### src/logic/tpg_pkg.sv
// constants of the three-port general-purpose I/O block
package tpg_pkg;

    // ****************************************************************
    // bus geometry
    // ****************************************************************
    localparam int unsigned ADDR_W = 8;
    localparam int unsigned DATA_W = 32;
    localparam int unsigned IDX_W  = 6;
    localparam int unsigned PORT_W = 8;

    // ****************************************************************
    // register indices; byte address is four times the index
    // ****************************************************************
    localparam logic [5:0] IDX_PORT_A   = 6'h00;
    localparam logic [5:0] IDX_PORT_B   = 6'h01;
    localparam logic [5:0] IDX_PORT_C   = 6'h02;
    localparam logic [5:0] IDX_DIR_A    = 6'h04;
    localparam logic [5:0] IDX_DIR_B    = 6'h05;
    localparam logic [5:0] IDX_DIR_C    = 6'h06;
    localparam logic [5:0] IDX_LED_A    = 6'h07;
    localparam logic [5:0] IDX_FUNC     = 6'h08;
    localparam logic [5:0] IDX_ADC_SEL  = 6'h09;
    localparam logic [5:0] IDX_TMR_SEL  = 6'h0A;

    // ****************************************************************
    // reset values
    // ****************************************************************
    localparam logic [7:0] DIR_RESET     = 8'h00;
    localparam logic [7:0] LED_RESET     = 8'h00;
    localparam logic [4:0] FUNC_RESET    = 5'h00;
    localparam logic [4:0] ADC_SEL_RESET = 5'h1F;
    localparam logic [7:0] TMR_SEL_RESET = 8'h00;

    // ****************************************************************
    // function enable register fields and converter select width and pin count
    // ****************************************************************
    localparam int unsigned FUNC_W         = 5;
    localparam int unsigned FB_IIC         = 0;
    localparam int unsigned FB_SCI         = 1;
    localparam int unsigned FB_SPI         = 2;
    localparam int unsigned FB_IRSCI       = 3;
    localparam int unsigned FB_PULLUP_DIS  = 4;
    localparam int unsigned ADC_W          = 5;
    localparam logic [4:0]  ADC_PIN_COUNT  = 5'h08;

    // ****************************************************************
    // bus answer states
    // ****************************************************************
    typedef enum logic {
        BUS_IDLE,
        BUS_ANSWER
    } tpg_bus_state_e;

endpackage

### src/logic/tpg_reg_if.sv
// register access carrier between bus slave and port core
`timescale 1ns/1ns
interface tpg_reg_if;
    logic [5:0] index;
    logic [7:0] wdata;
    logic       wr_stb;
    logic [7:0] rdata;
    logic       hit;

    modport slave (output index, output wdata, output wr_stb, input rdata, input hit);
    modport core  (input index, input wdata, input wr_stb, output rdata, output hit);
endinterface

### src/logic/tpg_bus_slave.sv
// avalon-mm slave front end with one wait state
`timescale 1ns/1ns
module tpg_bus_slave (
    // clock and reset
    input  wire logic        sys_clk,
    input  wire logic        reset_n,
    // avalon-mm
    input  wire logic [7:0]  avs_address,
    input  wire logic        avs_read,
    input  wire logic        avs_write,
    input  wire logic [31:0] avs_writedata,
    input  wire logic [3:0]  avs_byteenable,
    output logic      [31:0] avs_readdata,
    output logic             avs_waitrequest,
    // core side
    tpg_reg_if.slave         rif
);

    tpg_pkg::tpg_bus_state_e state;
    tpg_pkg::tpg_bus_state_e next_state;
    logic                    req;

    assign req             = avs_read | avs_write;
    assign avs_waitrequest = req & (state != tpg_pkg::BUS_ANSWER);
    assign rif.index       = avs_address[7:2];
    assign rif.wdata       = avs_writedata[7:0];
    // only the low lane holds data; a write without it is dropped
    assign rif.wr_stb      = avs_write & avs_byteenable[0] & (state == tpg_pkg::BUS_ANSWER);

    always_comb begin
        case (state)
            tpg_pkg::BUS_IDLE:   next_state = req ? tpg_pkg::BUS_ANSWER : tpg_pkg::BUS_IDLE;
            tpg_pkg::BUS_ANSWER: next_state = tpg_pkg::BUS_IDLE;
            default:             next_state = tpg_pkg::BUS_IDLE;
        endcase
    end

    always_ff @(posedge sys_clk or negedge reset_n) begin
        if (!reset_n) begin
            state <= tpg_pkg::BUS_IDLE;
        end else begin
            state <= next_state;
        end
    end

    // read data captured on entry to the answer cycle, held until the next read
    always_ff @(posedge sys_clk or negedge reset_n) begin
        if (!reset_n) begin
            avs_readdata <= 32'h00000000;
        end else if (avs_read && state == tpg_pkg::BUS_IDLE) begin
            avs_readdata <= {24'h000000, rif.hit ? rif.rdata : 8'h00};
        end
    end

endmodule

### src/logic/tpg_gpio.sv
// three-port general-purpose I/O core with peripheral pin sharing
//
// The Avalon-MM slave port is this design's own decision.
`timescale 1ns/1ns

// Notes on behaviour
// - each port has an 8-bit data latch that reset leaves alone
// - direction 1 drives the latched value, direction 0 leaves the pin undriven
// - reset clears every direction bit, so all pins start as inputs
// - port A data read returns the latch for output pins
// - port data read returns the pin level for input pins
// - data writes always reach the latch; input pins still read the pin
// - port B data read selects latch or pin per direction bit
// - port C data read selects latch or pin per direction bit
// - converter channel select hands its port A pin to the converter
// - led enable gives high-sink drive only while the pin is an output
// - iic enable gives port B pins 0 and 1 to the iic module
// - serial enable gives port B pins 2 and 3 to the serial interface
// - timer edge/level selects give port B pins 4 to 7 to timers
// - port B pins 0 to 3 only ever pull low when driving
// - port C pin 0 always feeds the interrupt; pullup off when disabled
// - spi enable gives port C pins 2 to 5 to the spi module
// - infrared serial enable gives port C pins 6 and 7 to it
module tpg_gpio (
    // clock and reset
    input  wire logic        sys_clk,
    input  wire logic        reset_n,
    // avalon-mm register bus
    input  wire logic [7:0]  avs_address,
    input  wire logic        avs_read,
    input  wire logic        avs_write,
    input  wire logic [31:0] avs_writedata,
    input  wire logic [3:0]  avs_byteenable,
    output logic      [31:0] avs_readdata,
    output logic             avs_waitrequest,
    // port A pins
    input  wire logic [7:0]  port_a_in,
    output logic      [7:0]  port_a_out,
    output logic      [7:0]  port_a_oe,
    output logic      [7:0]  port_a_led_sink,
    output logic      [7:0]  port_a_analog_sel,
    // port B pins
    input  wire logic [7:0]  port_b_in,
    output logic      [7:0]  port_b_out,
    output logic      [7:0]  port_b_oe,
    // port C pins
    input  wire logic [7:0]  port_c_in,
    output logic      [7:0]  port_c_out,
    output logic      [7:0]  port_c_oe,
    output logic             port_c0_pullup_en,
    // iic module
    input  wire logic        iic_sda_pull_low,
    input  wire logic        iic_scl_pull_low,
    output logic             iic_sda_in,
    output logic             iic_scl_in,
    // serial interface
    input  wire logic        sci_txd,
    output logic             sci_rxd,
    // timer channels, pins B4 to B7
    input  wire logic [3:0]  tmr_ch_out,
    input  wire logic [3:0]  tmr_ch_oe,
    output logic      [3:0]  tmr_ch_in,
    // spi, index 0 miso, 1 mosi, 2 ss, 3 spsck
    input  wire logic [3:0]  spi_out,
    input  wire logic [3:0]  spi_oe,
    output logic      [3:0]  spi_in,
    // infrared serial interface
    input  wire logic        infrared_transmit_line,
    output logic             infrared_receive_line,
    // external interrupt feed
    output logic             second_external_interrupt
);

    // ****************************************************************
    // helpers
    // ****************************************************************
    function automatic logic [7:0] read_sel(input logic [7:0] dir,
                                            input logic [7:0] latch,
                                            input logic [7:0] pin);
        read_sel = (dir & latch) | (~dir & pin);
    endfunction

    function automatic logic [7:0] adc_onehot(input logic [4:0] chan);
        adc_onehot = (chan < tpg_pkg::ADC_PIN_COUNT) ? (8'h01 << chan[2:0]) : 8'h00;
    endfunction

    // ****************************************************************
    // registers
    // ****************************************************************
    tpg_reg_if rif ();

    logic [7:0] first_port_latch;
    logic [7:0] second_port_latch;
    logic [7:0] third_port_latch;
    logic [7:0] first_port_direction;
    logic [7:0] second_port_direction;
    logic [7:0] third_port_direction;
    logic [7:0] led_sink_enable;
    logic [4:0] periph_func;
    logic [4:0] converter_channel_select;
    logic [7:0] timer_edge_level_select;

    logic wr_pa;
    logic wr_pb;
    logic wr_pc;
    logic wr_da;
    logic wr_db;
    logic wr_dc;
    logic wr_led;
    logic wr_func;
    logic wr_adc;
    logic wr_tmr;

    tpg_bus_slave u_slave (
        .sys_clk         (sys_clk),
        .reset_n         (reset_n),
        .avs_address     (avs_address),
        .avs_read        (avs_read),
        .avs_write       (avs_write),
        .avs_writedata   (avs_writedata),
        .avs_byteenable  (avs_byteenable),
        .avs_readdata    (avs_readdata),
        .avs_waitrequest (avs_waitrequest),
        .rif             (rif)
    );

    assign wr_pa   = rif.wr_stb & (rif.index == tpg_pkg::IDX_PORT_A);
    assign wr_pb   = rif.wr_stb & (rif.index == tpg_pkg::IDX_PORT_B);
    assign wr_pc   = rif.wr_stb & (rif.index == tpg_pkg::IDX_PORT_C);
    assign wr_da   = rif.wr_stb & (rif.index == tpg_pkg::IDX_DIR_A);
    assign wr_db   = rif.wr_stb & (rif.index == tpg_pkg::IDX_DIR_B);
    assign wr_dc   = rif.wr_stb & (rif.index == tpg_pkg::IDX_DIR_C);
    assign wr_led  = rif.wr_stb & (rif.index == tpg_pkg::IDX_LED_A);
    assign wr_func = rif.wr_stb & (rif.index == tpg_pkg::IDX_FUNC);
    assign wr_adc  = rif.wr_stb & (rif.index == tpg_pkg::IDX_ADC_SEL);
    assign wr_tmr  = rif.wr_stb & (rif.index == tpg_pkg::IDX_TMR_SEL);

    always_ff @(posedge sys_clk) begin
        if (wr_pa) begin
            first_port_latch <= rif.wdata;
        end
        if (wr_pb) begin
            second_port_latch <= rif.wdata;
        end
        if (wr_pc) begin
            third_port_latch <= rif.wdata;
        end
    end

    always_ff @(posedge sys_clk or negedge reset_n) begin
        if (!reset_n) begin
            first_port_direction  <= tpg_pkg::DIR_RESET;
            second_port_direction <= tpg_pkg::DIR_RESET;
            third_port_direction  <= tpg_pkg::DIR_RESET;
        end else begin
            if (wr_da) begin
                first_port_direction <= rif.wdata;
            end
            if (wr_db) begin
                second_port_direction <= rif.wdata;
            end
            if (wr_dc) begin
                third_port_direction <= rif.wdata;
            end
        end
    end

    always_ff @(posedge sys_clk or negedge reset_n) begin
        if (!reset_n) begin
            led_sink_enable          <= tpg_pkg::LED_RESET;
            periph_func              <= tpg_pkg::FUNC_RESET;
            converter_channel_select <= tpg_pkg::ADC_SEL_RESET;
            timer_edge_level_select  <= tpg_pkg::TMR_SEL_RESET;
        end else begin
            if (wr_led) begin
                led_sink_enable <= rif.wdata;
            end
            if (wr_func) begin
                periph_func <= rif.wdata[4:0];
            end
            if (wr_adc) begin
                converter_channel_select <= rif.wdata[4:0];
            end
            if (wr_tmr) begin
                timer_edge_level_select <= rif.wdata;
            end
        end
    end

    // ****************************************************************
    // read selection
    // ****************************************************************
    // pin levels are read as presented; an analog pin may read either way
    always_comb begin
        rif.hit = 1'b1;
        case (rif.index)
            tpg_pkg::IDX_PORT_A: rif.rdata = read_sel(first_port_direction,
                                                      first_port_latch, port_a_in);
            tpg_pkg::IDX_PORT_B: rif.rdata = read_sel(second_port_direction,
                                                      second_port_latch, port_b_in);
            tpg_pkg::IDX_PORT_C: rif.rdata = read_sel(third_port_direction,
                                                      third_port_latch, port_c_in);
            tpg_pkg::IDX_DIR_A:   rif.rdata = first_port_direction;
            tpg_pkg::IDX_DIR_B:   rif.rdata = second_port_direction;
            tpg_pkg::IDX_DIR_C:   rif.rdata = third_port_direction;
            tpg_pkg::IDX_LED_A:   rif.rdata = led_sink_enable;
            tpg_pkg::IDX_FUNC:    rif.rdata = {3'h0, periph_func};
            tpg_pkg::IDX_ADC_SEL: rif.rdata = {3'h0, converter_channel_select};
            tpg_pkg::IDX_TMR_SEL: rif.rdata = timer_edge_level_select;
            default: begin
                rif.rdata = 8'h00;
                rif.hit   = 1'b0;
            end
        endcase
    end

    // ****************************************************************
    // pin ownership
    // ****************************************************************
    logic [7:0] adc_own;
    logic [3:0] tmr_own;
    logic       iic_on;
    logic       sci_on;
    logic       spi_on;
    logic       irs_on;

    assign adc_own = adc_onehot(converter_channel_select);
    // any nonzero select pair claims the pin
    assign tmr_own = {|timer_edge_level_select[7:6], |timer_edge_level_select[5:4],
                      |timer_edge_level_select[3:2], |timer_edge_level_select[1:0]};
    assign iic_on  = periph_func[tpg_pkg::FB_IIC];
    assign sci_on  = periph_func[tpg_pkg::FB_SCI];
    assign spi_on  = periph_func[tpg_pkg::FB_SPI];
    assign irs_on  = periph_func[tpg_pkg::FB_IRSCI];

    logic [7:0] next_a_out;
    logic [7:0] next_a_oe;
    logic [7:0] next_a_led;
    logic [7:0] next_b_out;
    logic [7:0] next_b_oe;
    logic [7:0] next_c_out;
    logic [7:0] next_c_oe;

    assign next_a_out = first_port_latch;
    assign next_a_oe  = first_port_direction & ~adc_own;
    // high sink only on a driven output
    assign next_a_led = led_sink_enable & next_a_oe;

    always_comb begin
        // general purpose, low nibble open drain
        next_b_out = {second_port_latch[7:4], 4'h0};
        next_b_oe  = {second_port_direction[7:4],
                      second_port_direction[3:0] & ~second_port_latch[3:0]};
        if (iic_on) begin
            next_b_oe[0] = iic_sda_pull_low;
            next_b_oe[1] = iic_scl_pull_low;
        end
        // transmit pulls low, receive stays undriven
        if (sci_on) begin
            next_b_oe[2] = ~sci_txd;
            next_b_oe[3] = 1'b0;
        end
        // timer channels drive B4 to B7
        for (int k = 0; k < 4; k++) begin
            if (tmr_own[k]) begin
                next_b_out[4 + k] = tmr_ch_out[k];
                next_b_oe[4 + k]  = tmr_ch_oe[k];
            end
        end
    end

    always_comb begin
        next_c_out = third_port_latch;
        next_c_oe  = third_port_direction;
        if (spi_on) begin
            next_c_out[5:2] = spi_out;
            next_c_oe[5:2]  = spi_oe;
        end
        // infrared transmit on C6, receive on C7
        if (irs_on) begin
            next_c_out[6] = infrared_transmit_line;
            next_c_oe[6]  = 1'b1;
            next_c_oe[7]  = 1'b0;
        end
    end

    // ****************************************************************
    // output flops
    // ****************************************************************
    // one cycle of pin latency buys glitch-free outputs from flops
    always_ff @(posedge sys_clk or negedge reset_n) begin
        if (!reset_n) begin
            port_a_out        <= 8'h00;
            port_a_oe         <= 8'h00;
            port_a_led_sink   <= 8'h00;
            port_a_analog_sel <= 8'h00;
            port_b_out        <= 8'h00;
            port_b_oe         <= 8'h00;
            port_c_out        <= 8'h00;
            port_c_oe         <= 8'h00;
        end else begin
            port_a_out        <= next_a_out;
            port_a_oe         <= next_a_oe;
            port_a_led_sink   <= next_a_led;
            port_a_analog_sel <= adc_own;
            port_b_out        <= next_b_out;
            port_b_oe         <= next_b_oe;
            port_c_out        <= next_c_out;
            port_c_oe         <= next_c_oe;
        end
    end

    // pin levels go to peripherals whether or not they own the pin
    always_ff @(posedge sys_clk or negedge reset_n) begin
        if (!reset_n) begin
            iic_sda_in                <= 1'b1;
            iic_scl_in                <= 1'b1;
            sci_rxd                   <= 1'b1;
            tmr_ch_in                 <= 4'h0;
            spi_in                    <= 4'h0;
            infrared_receive_line     <= 1'b1;
            second_external_interrupt <= 1'b1;
            port_c0_pullup_en         <= 1'b1;
        end else begin
            iic_sda_in                <= port_b_in[0];
            iic_scl_in                <= port_b_in[1];
            sci_rxd                   <= port_b_in[3];
            tmr_ch_in                 <= port_b_in[7:4];
            spi_in                    <= port_c_in[5:2];
            infrared_receive_line     <= port_c_in[7];
            second_external_interrupt <= port_c_in[0];
            port_c0_pullup_en         <= ~periph_func[tpg_pkg::FB_PULLUP_DIS];
        end
    end

endmodule

### config.mk
export PLATFORM = sky130hd
export DESIGN_NAME = tpg_gpio
export DESIGN_NICKNAME = d
export VERILOG_FILES = /design/src/logic/tpg_pkg.sv /design/src/logic/tpg_reg_if.sv /design/src/logic/tpg_bus_slave.sv /design/src/logic/tpg_gpio.sv
export SDC_FILE = /design/constraint.sdc
export NUM_CORES = 1
export LEC_CHECK = 0
export ABC_CLOCK_PERIOD_IN_PS = 2400
export BUFFER_PORTS_ARGS = -buffer_cell sky130_fd_sc_hd__buf_4
export CAP_MARGIN = 10
export CORE_MARGIN = 2
export CORE_UTILIZATION = 40
export CTS_CLUSTER_DIAMETER = 120
export DETAILED_ROUTE_END_ITERATION = 7
export SYNTH_ARGS = -nofsm -noshare
export SYNTH_HDL_FRONTEND = slang
export SYNTH_SLANG_ARGS = --single-unit
### constraint.sdc
create_clock -name sys_clk -period 2.4 [get_ports sys_clk]
set_input_delay 0.48 -clock sys_clk [delete_from_list [all_inputs] [get_ports sys_clk]]
set_output_delay 0.48 -clock sys_clk [all_outputs]
set_load 0.05 [all_outputs]
### Word-level counts from Yosys, hierarchy flattened

Index checks and enable logic that the tools add are counted.

| storage, ports and cells | value |
|---|---|
| output and inout bits | 111 |
| RAM bits | 0 |
| logic and storage cells | 100 |
| register bits | 157 |
| latch bits | 0 |
| memories | 0 |
| ROM bits | 0 |

| operators by class | value |
|---|---|
| add/sub/neg operators | 0 |
| reduce and logical (&&, ||, !) cells | 7 |
| equal/unequal tests | 9 |
| order comparisons | 1 |
| multipliers | 0 |
| bitwise operators | 34 |
| div/mod/pow operators | 0 |
| mux-type cells | 20 |
| shift-type cells | 1 |

Operators by type and width:

| kind | count |
|---|---|
| $pmux 8 s10 | 1 |
| $and 8x8->8 | 8 |
| $not 8->8 | 4 |
| $eq 6x3->1 const B | 4 |
| $or 8x8->8 | 3 |
| $eq 6x4->1 const B | 3 |
| $mux 8 | 2 |
| $and 1x1->1 | 13 |
| $mux 1 | 11 |
| $reduce_or 10->1 | 1 |
| $mux 4 | 2 |
| $reduce_or 2->1 | 4 |
| $shl 1x3->8 const A | 1 |
| $eq 6x1->1 const B | 1 |
| $eq 6x2->1 const B | 1 |
| $logic_not 6->1 | 1 |
| $mux 2 | 3 |
| $lt 5x4->1 const B | 1 |
| $and 4x4->4 | 1 |
| $not 4->4 | 1 |
| $not 1->1 | 3 |
| $pmux 1 s2 | 1 |
| $logic_and 1x1->1 | 1 |
| $or 1x1->1 | 1 |

### Depth between registers and ports, before layout

Gate-level depths: netlist of the first run.

| logic depth | value |
|---|---|
| depth in word-level cells | 5 |
| depth in mapped cells | 6 |

### Hierarchy

Synthesis of the first run repeated with hierarchy kept, for this count alone.

| second synthesis, totals | value |
|---|---|
| cells, all modules | 497 |
| area, all modules | 6628.9 um^2 |

Modules (own cells, without submodules):

| module | seq. area each (um^2) | cells each | times used | area an instance (um^2) |
|---|---|---|---|---|
| tpg_gpio | 3837.4 | 419 | 1 | 5930.7 |
| tpg_bus_slave | 225.2 | 78 | 1 | 698.2 |

### Worst setup path before layout of the first run

OpenSTA, ideal clock, no wires.

| timing path | value |
|---|---|
| kind | input -> register |
| from | input port avs_address[5] |
| to | register first_port_latch[0], enable pin |
| setup time | 0.395 ns |
| data required time | 2.005 ns |
| buffers on the path | 1 |
| setup slack | -0.144 ns |
| arrival time | 2.149 ns |
| cell stages on the path | 3 |
| cells stage by stage | or4_1 -> buf_2 -> nor4_1 |

| between the ends | value |
|---|---|
| word-level cells in the longest chain between the ends | 2 |

RTL lines:

| item | line | text |
|---|---|---|
| from (decl) | tpg_gpio.sv:29 | `input wire logic [7:0] avs_address,` |
| $logic_not 6->1 | tpg_gpio.sv:127 | `assign wr_pa = rif.wr_stb & (rif.index == tpg_pkg::IDX_PORT_A);` |
| $and 1x1->1 | tpg_gpio.sv:127 |  |
| via wr_pa | tpg_gpio.sv:103 | `logic wr_pa;` |
| to (signal assigned) | tpg_gpio.sv:140 | `first_port_latch <= rif.wdata;` |
| to (decl) | tpg_gpio.sv:92 | `logic [7:0] first_port_latch;` |

The timed path passes the listed nets, and every way through them passes these cells.
A chain may end at the register's enable or synchronous reset.

### Worst setup path in the final report of the first run

| timing path | value |
|---|---|
| from | input port avs_address[5] |
| to | register third_port_latch[7], enable pin |

| between the ends | value |
|---|---|
| word-level cells in the longest chain between the ends | 2 |

RTL lines:

| item | line | text |
|---|---|---|
| $eq 6x2->1 | tpg_gpio.sv:129 | `assign wr_pc = rif.wr_stb & (rif.index == tpg_pkg::IDX_PORT_C);` |
| $and 1x1->1 | tpg_gpio.sv:129 |  |
| via wr_pc | tpg_gpio.sv:105 | `logic wr_pc;` |
| to (signal assigned) | tpg_gpio.sv:146 | `third_port_latch <= rif.wdata;` |
| to (decl) | tpg_gpio.sv:94 | `logic [7:0] third_port_latch;` |

The timed path passes the listed nets, and every way through them passes these cells.

==> flow_metrics.py, run 1 <==
metrics = {
    "run_status": {
        "status": "completed",
    },
    "grt": {
        "grt_pass1_wl_um": 26700,
        "grt_usage_pct": 20.3,
        "grt_max_degree": 63,
        "grt_overflow": 0,
        "grt_pass1_vias": 4601,
        "antenna_found_initial": 0,
    },
    "floorplanning": {
        "core_area_um2": 15900,
        "die_w_um": 132,
        "die_h_um": 132,
        "rows": 46,
        "dieArea_um2": 17400,
        "initial_utilization_pct": 41.0,
        "io_pins": 203,
    },
    "timing": {
        "fmax_mhz": 529,
        "hold_viol": 0,
        "finClkSkew_ns": 0.00947,
        "setup_slack_ns": 0.510,
        "rsz0062_at_grt": "no",
        "setup_viol_count_final": 0,
        "post-route-min-period_ns": 1.89,
        "slew_headroom_pct": 33.9,
        "fin_setup_tns_ns": 0,
        "worstMarginPinSlew_ns": 0.988,
        "finalCritPeriodShare_pct": 78.8,
        "final-max-slew-violation-count": 0,
    },
    "setup_path": {
        "path_max_fanout": 8,
        "max_stage_delay_ns": 0.73,
        "critPathRequiredTime_ns": 2.54,
        "critical_path_arrival_ns": 2.03,
        "cp-start-kind": "input port",
        "cpMostUsedCell": "buf_4",
        "end_kind": "register",
        "cp-endpoint": "third_port_latch[7]$_DFFE_PP_",
        "crit_family": "simple AND/OR/NAND/NOR gates",
        "r2r-start": "u_slave.state$_DFF_PN0_",
        "crit_chain": "buf_4, or4_1, nor3_1, buf_4",
        "path_buf_inv": 2,
        "startpoint": "avs_address[5]",
        "slowest_stage": "or4_1",
        "rr_endpoint": "first_port_direction[5]$_DFFE_PN0P_",
        "criticalPathCategory": "in -> reg",
        "r2r_slack_ns": 0.53,
        "crit_cells": 4,
        "worstRegToRegCells": 4,
    },
    "layout": {
        "nets": 750,
        "drive_above_1_share_pct": 44.4,
        "area_delta_synth_final_pct": 31.1,
        "n_antenna_cell": 0,
        "design_area_um2": 8570,
    },
    "clock_network": {
        "cts_buffers": 17,
        "cts_buffer_depth": 2,
        "h-tree-depth": 4,
        "cts.reportedPaths.clkPinSlew_ns": 0.06,
        "root_buffer": "clkbuf_16",
        "clock-sinks": 157,
        "ctsHoldBuffers": 0,
        "cts_tree": "yes",
        "cts_setup_buffers": 0,
        "worstSkewPairLatency_ns": 0.42,
        "cts_resized": 0,
    },
    "logic_synthesis": {
        "synth_top_family_by_area": "multiplexers",
        "synth.distinct_cells": 54,
        "synth.top_cell.area_share_pct": 46.7,
        "post-synth-top-count-cell": "dfrtp_1",
        "syn-cell-area_um2": 6540,
        "synth_enable_flop_cells": 24,
        "synthMuxAreaShare_pct": 16.1,
        "ys_async_sr_fraction_pct": 84.7,
        "avgSynthCellArea_um2": 13.5,
        "synth_xor_area_share_pct": 0,
        "syn_inst": 484,
        "synth-main-ff-cell": "dfrtp_1",
        "yosysSeqAreaShare_pct": 62.1,
        "synth_compound_area_share_pct": 5.74,
        "yosys.area_share.simple_pct": 10.8,
        "synth_adder_area_share_pct": 0,
        "synth_seq_cells": 157,
        "yosysWarnings": 0,
        "synth_common_cells": "dfrtp_1, mux2_2, buf_4, edfxtp_1, o21ai_0",
        "synth.top_cells.by_area": "dfrtp_1, mux2_2, edfxtp_1",
        "yosys.area.top_type": "dfrtp_1",
    },
    "placement": {
        "dpl.hpwl_um": 12500,
        "pre_cts_slack_ns": 0.0981,
        "port-buffer-count": 145,
        "dpl-instance-area_um2": 7950,
        "gp_congestion": 0.882,
    },
    "drt": {
        "drt-wirelength-per-cell_um": 19.6,
        "ant_nets": 0,
        "drcViolationCount": 0,
        "viasPerCell": 5.01,
        "drt_pass1_iterations": 5,
        "drt_wl_total_um": 17300,
        "vias": 4444,
        "drt_iter0_drc": 284,
    },
    "power": {
        "leakagePower_nw": 4.06,
        "total_power_mw": 6.47,
        "irDropWorstVdd_mv": 0.524,
        "p_per_area_nw_per_um2": 755,
    },
    "flow_run": {
        "maxCapViolations": 0,
    },
    "min_path": {
        "hold_class": "in -> async",
    },
}
where the power goes:
group          switching, mW  internal (mW)  total [mW]
combinational          0.506          0.249       0.755
sequential            0.0624           2.80        2.86
clock                   1.05           1.80        2.85
total                   1.62           4.85        6.47
per-layer routing:
layer  vias to the layer above  wire length [um]  global-route usage [%]
li1                       2036                 -                       -
met1                      2229              7760                    27.4
met2                       161              8210                    31.7
met3                        18              1130                    5.34
met4                         0               244                    7.07
met5                         -                 0                       0
through the flow:
step	cells	utilization, %	hold slack, ns
after floorplan	511	-	0.184
after global placement	855	49.8	0.359
after detailed placement	855	49.8	0.365
after CTS	887	53.8	0.0581
after global routing	887	53.8	0.0907
final	887	53.8	0.0400
cell usage in the layout, fill, tap and decap left out, drive strengths merged, types with 2 or more instances in the layout:
| cell type | instances |
|---|---|
| a211oi | 4 |
| a21boi | 2 |
| a21oi | 3 |
| a221oi | 3 |
| a22oi | 3 |
| a2bb2oi | 2 |
| a31oi | 3 |
| a32oi | 5 |
| and2 | 9 |
| and3 | 8 |
| buf | 173 |
| bufinv | 4 |
| clkbuf | 22 |
| clkinv | 2 |
| clkinvlp | 3 |
| conb | 28 |
| dfrtp | 122 |
| dfstp | 11 |
| edfxtp | 24 |
| inv | 14 |
| mux2 | 73 |
| mux2i | 19 |
| nand2 | 20 |
| nand2b | 13 |
| nand3 | 3 |
| nand3b | 5 |
| nor2 | 17 |
| nor2b | 6 |
| nor3 | 14 |
| nor3b | 2 |
| nor4 | 8 |
| nor4b | 4 |
| o211ai | 2 |
| o21ai | 22 |
| or3 | 4 |
cells by family after synthesis:
logic type	count (synthesis)
flip-flops	157
AND/OR/NAND/NOR	119
multiplexers	93
buffers and inverters	58
AO/OA/AOI/OAI	56
other	1
final cells by class:
type / instances / area, um^2
fillers: 1353 / 7370
clock inverters: 10 / 163
well taps: 216 / 270
flip-flops and latches: 157 / 4060
inverters: 13 / 48.8
repair buffers: 173 / 1320
multi-input cells: 296 / 2250
clock buffers: 22 / 464
how the worst min path moves through the flow:
stage | startpoint | endpoint | slack (ns) | depth (start not counted)
6_report | reset_n | port_a_out[3]$_DFF_PN0_ | 0.04 | 1
3_3_place_gp | first_port_latch[4]$_DFFE_PP_ | port_a_out[4]$_DFF_PN0_ | 0.36 | 0
4_1_cts | reset_n | port_a_out[2]$_DFF_PN0_ | 0.06 | 1
2_1_floorplan | reset_n | first_port_direction[0]$_DFFE_PN0P_ | 0.18 | 0
3_5_place_dp | first_port_latch[4]$_DFFE_PP_ | port_a_out[4]$_DFF_PN0_ | 0.36 | 0
5_1_grt | reset_n | port_a_out[3]$_DFF_PN0_ | 0.09 | 1
Note: power is estimated with default switching activity, not from simulation.
==> run 2, diff against run 1 <==
ABC_CLOCK_PERIOD_IN_PS = 1820   (was 2400)
clock period = 1.82 ns   (was 2.4 ns; I/O delays follow)
==> run 2 against run 1 <==
Register-to-register slack lost 0.39 ns. Hold slack improved by 0.012 ns. Count of clock-buffer cells in the layout did not move. Critical path depth rose by 1. Clock skew is 0.0013 ns lower. Critical endpoint is now first_port_direction[0]$_DFFE_PN0P_. Die area unchanged. Core utilization is 1.8 points higher.
==> flow_metrics.py, run 2 (synthesized netlist as in run 1, its figures left out) <==
metrics = {
    "run_status": {
        "status": "completed",
    },
    "power": {
        "combPwrFrac_pct": 12.0,
        "seqPwrFrac_pct": 43.8,
        "pwr-share-clk_pct": 44.1,
        "total_power_mw": 8.61,
        "power.switching_mw": 2.15,
        "irDropWorstVdd_mv": 0.674,
        "leakagePower_nw": 4.22,
        "p_sw_share_pct": 25.0,
        "p_per_area_nw_per_um2": 973,
        "p_int_mw": 6.47,
    },
    "clock_network": {
        "cts_tree": "yes",
        "worstSkewPairLatency_ns": 0.43,
        "cts_setup_buffers": 0,
        "cts_buffer_depth": 2,
        "root_buffer": "clkbuf_16",
        "cts_buffers": 17,
        "clock-sinks": 157,
        "cts.reportedPaths.clkPinSlew_ns": 0.06,
        "h-tree-depth": 4,
    },
    "layout": {
        "nets": 775,
        "n_antenna_cell": 0,
        "design_area_um2": 8860,
        "fillers": 1389,
        "area_delta_synth_final_pct": 35.4,
        "drive_above_1_share_pct": 46.8,
        "layout_common_cells": "buf_4, dfrtp_1, mux2_2",
        "final_common_cell": "buf_4",
    },
    "floorplanning": {
        "die_w_um": 132,
        "core_area_um2": 15900,
        "initial_utilization_pct": 41.0,
        "die_h_um": 132,
        "rows": 46,
        "io_pins": 203,
        "dieArea_um2": 17400,
    },
    "grt": {
        "grt_max_degree": 45,
        "antenna_found_initial": 0,
        "grt_pass1_vias": 4681,
        "grt_pass1_wl_um": 26600,
        "grt_overflow": 0,
        "grt_usage_pct": 20.1,
    },
    "drt": {
        "vias": 4564,
        "viasPerCell": 5.00,
        "drcViolationCount": 0,
        "drt-wirelength-per-cell_um": 18.7,
        "drt_wl_total_um": 17100,
        "drt_pass1_iterations": 5,
        "drt_iter0_drc": 329,
        "ant_nets": 0,
    },
    "timing": {
        "fin_setup_tns_ns": 0,
        "worstMarginPinSlew_ns": 0.712,
        "post-route-min-period_ns": 1.68,
        "setup_viol_count_final": 0,
        "final-max-slew-violation-count": 0,
        "finalCritPeriodShare_pct": 92.3,
        "slew_headroom_pct": 52.3,
        "rsz0062_at_grt": "no",
        "finClkSkew_ns": 0.00821,
        "fmax_mhz": 596,
        "whs_ns": 0.0518,
        "hold_viol": 0,
    },
    "setup_path": {
        "worstRegToRegCells": 5,
        "cp-endpoint": "first_port_direction[0]$_DFFE_PN0P_",
        "startpoint": "u_slave.state$_DFF_PN0_",
        "path_max_fanout": 4,
        "end_kind": "register",
        "critPathRequiredTime_ns": 2.13,
        "critical_path_arrival_ns": 1.99,
        "r2r_slack_ns": 0.14,
        "rr_endpoint": "first_port_direction[0]$_DFFE_PN0P_",
        "cp-start-kind": "register",
        "criticalPathCategory": "reg -> reg",
        "r2r-start": "u_slave.state$_DFF_PN0_",
    },
    "placement": {
        "port-buffer-count": 145,
        "dpl-instance-area_um2": 8200,
        "dpl.hpwl_um": 12600,
        "gp_congestion": 0.883,
    },
    "flow_run": {
        "maxCapViolations": 0,
    },
    "min_path": {
        "hold_class": "in -> reg",
    },
}
==> run 2: critical path, stage by stage (launching register included) <==
cell and delay [ns]:
dfrtp_1 0.40, nand3_2 0.13, nand2b_2 0.21, or3_1 0.37, buf_4 0.19, mux2_2 0.27
==> run 2: repair_timing <==
action / in CTS / in global routing
hold buffers: 1 / 0
endpoints found under the hold margin: 40 / 0
resized for setup: 0 / 2
endpoints found under the setup margin: 0 / 12
==> run 2: how the worst min path moves through the flow <==
| stage | startpoint | endpoint | slack [ns] | cells past startpoint |
|---|---|---|---|---|
| after CTS | port_b_in[1] | iic_scl_in$_DFF_PN1_ | 0.04 | 1 |
| after global routing | port_b_in[7] | tmr_ch_in[3]$_DFF_PN0_ | 0.04 | 1 |
| after floorplan | reset_n | first_port_direction[0]$_DFFE_PN0P_ | 0.07 | 0 |
| after global placement | reset_n | port_a_analog_sel[2]$_DFF_PN0_ | 0.31 | 1 |
| after detailed placement | reset_n | port_a_analog_sel[2]$_DFF_PN0_ | 0.31 | 1 |
| final | port_c_in[3] | spi_in[1]$_DFF_PN0_ | 0.05 | 1 |
==> run 2: power groups by stage <==
stage	registers [mW]	logic, mW	clock network (mW)
final	3.78	1.04	3.80
after global routing	3.79	1.10	4.00
after CTS	3.78	1.04	3.86
after detailed placement	3.84	1.04	0
after global placement	3.84	1.03	0
after floorplan	4.05	0.422	0
==> run 2: area by class of cell <==
cell class,count,area (um^2),share of cell area (%)
clock buffers,22,475,5.37
clock inverters,10,161,1.82
inverters,13,48.8,0.551
multi-input cells,296,2280,25.8
flip-flops and latches,157,4060,45.9
well taps,216,270,3.05
repair buffers,198,1560,17.6
==> run 2: through the flow <==
stage	cells	setup WS, ns	utilization (%)
global route	912	0.00248	55.6
floorplan	511	0.0272	-
CTS	912	0.0383	55.5
detailed placement	879	-0.142	51.4
global placement	879	-0.179	51.4
finish	912	0.141	55.6
==> run 2: metal layers <==
layer,GRT usage (%),part of all wire [%],vias to the layer above
met4,8.51,2.5,0
met3,4.19,5.3,26
met2,31.9,48,164
met1,27.0,44,2292
li1,-,-,2082
met5,0,0,-
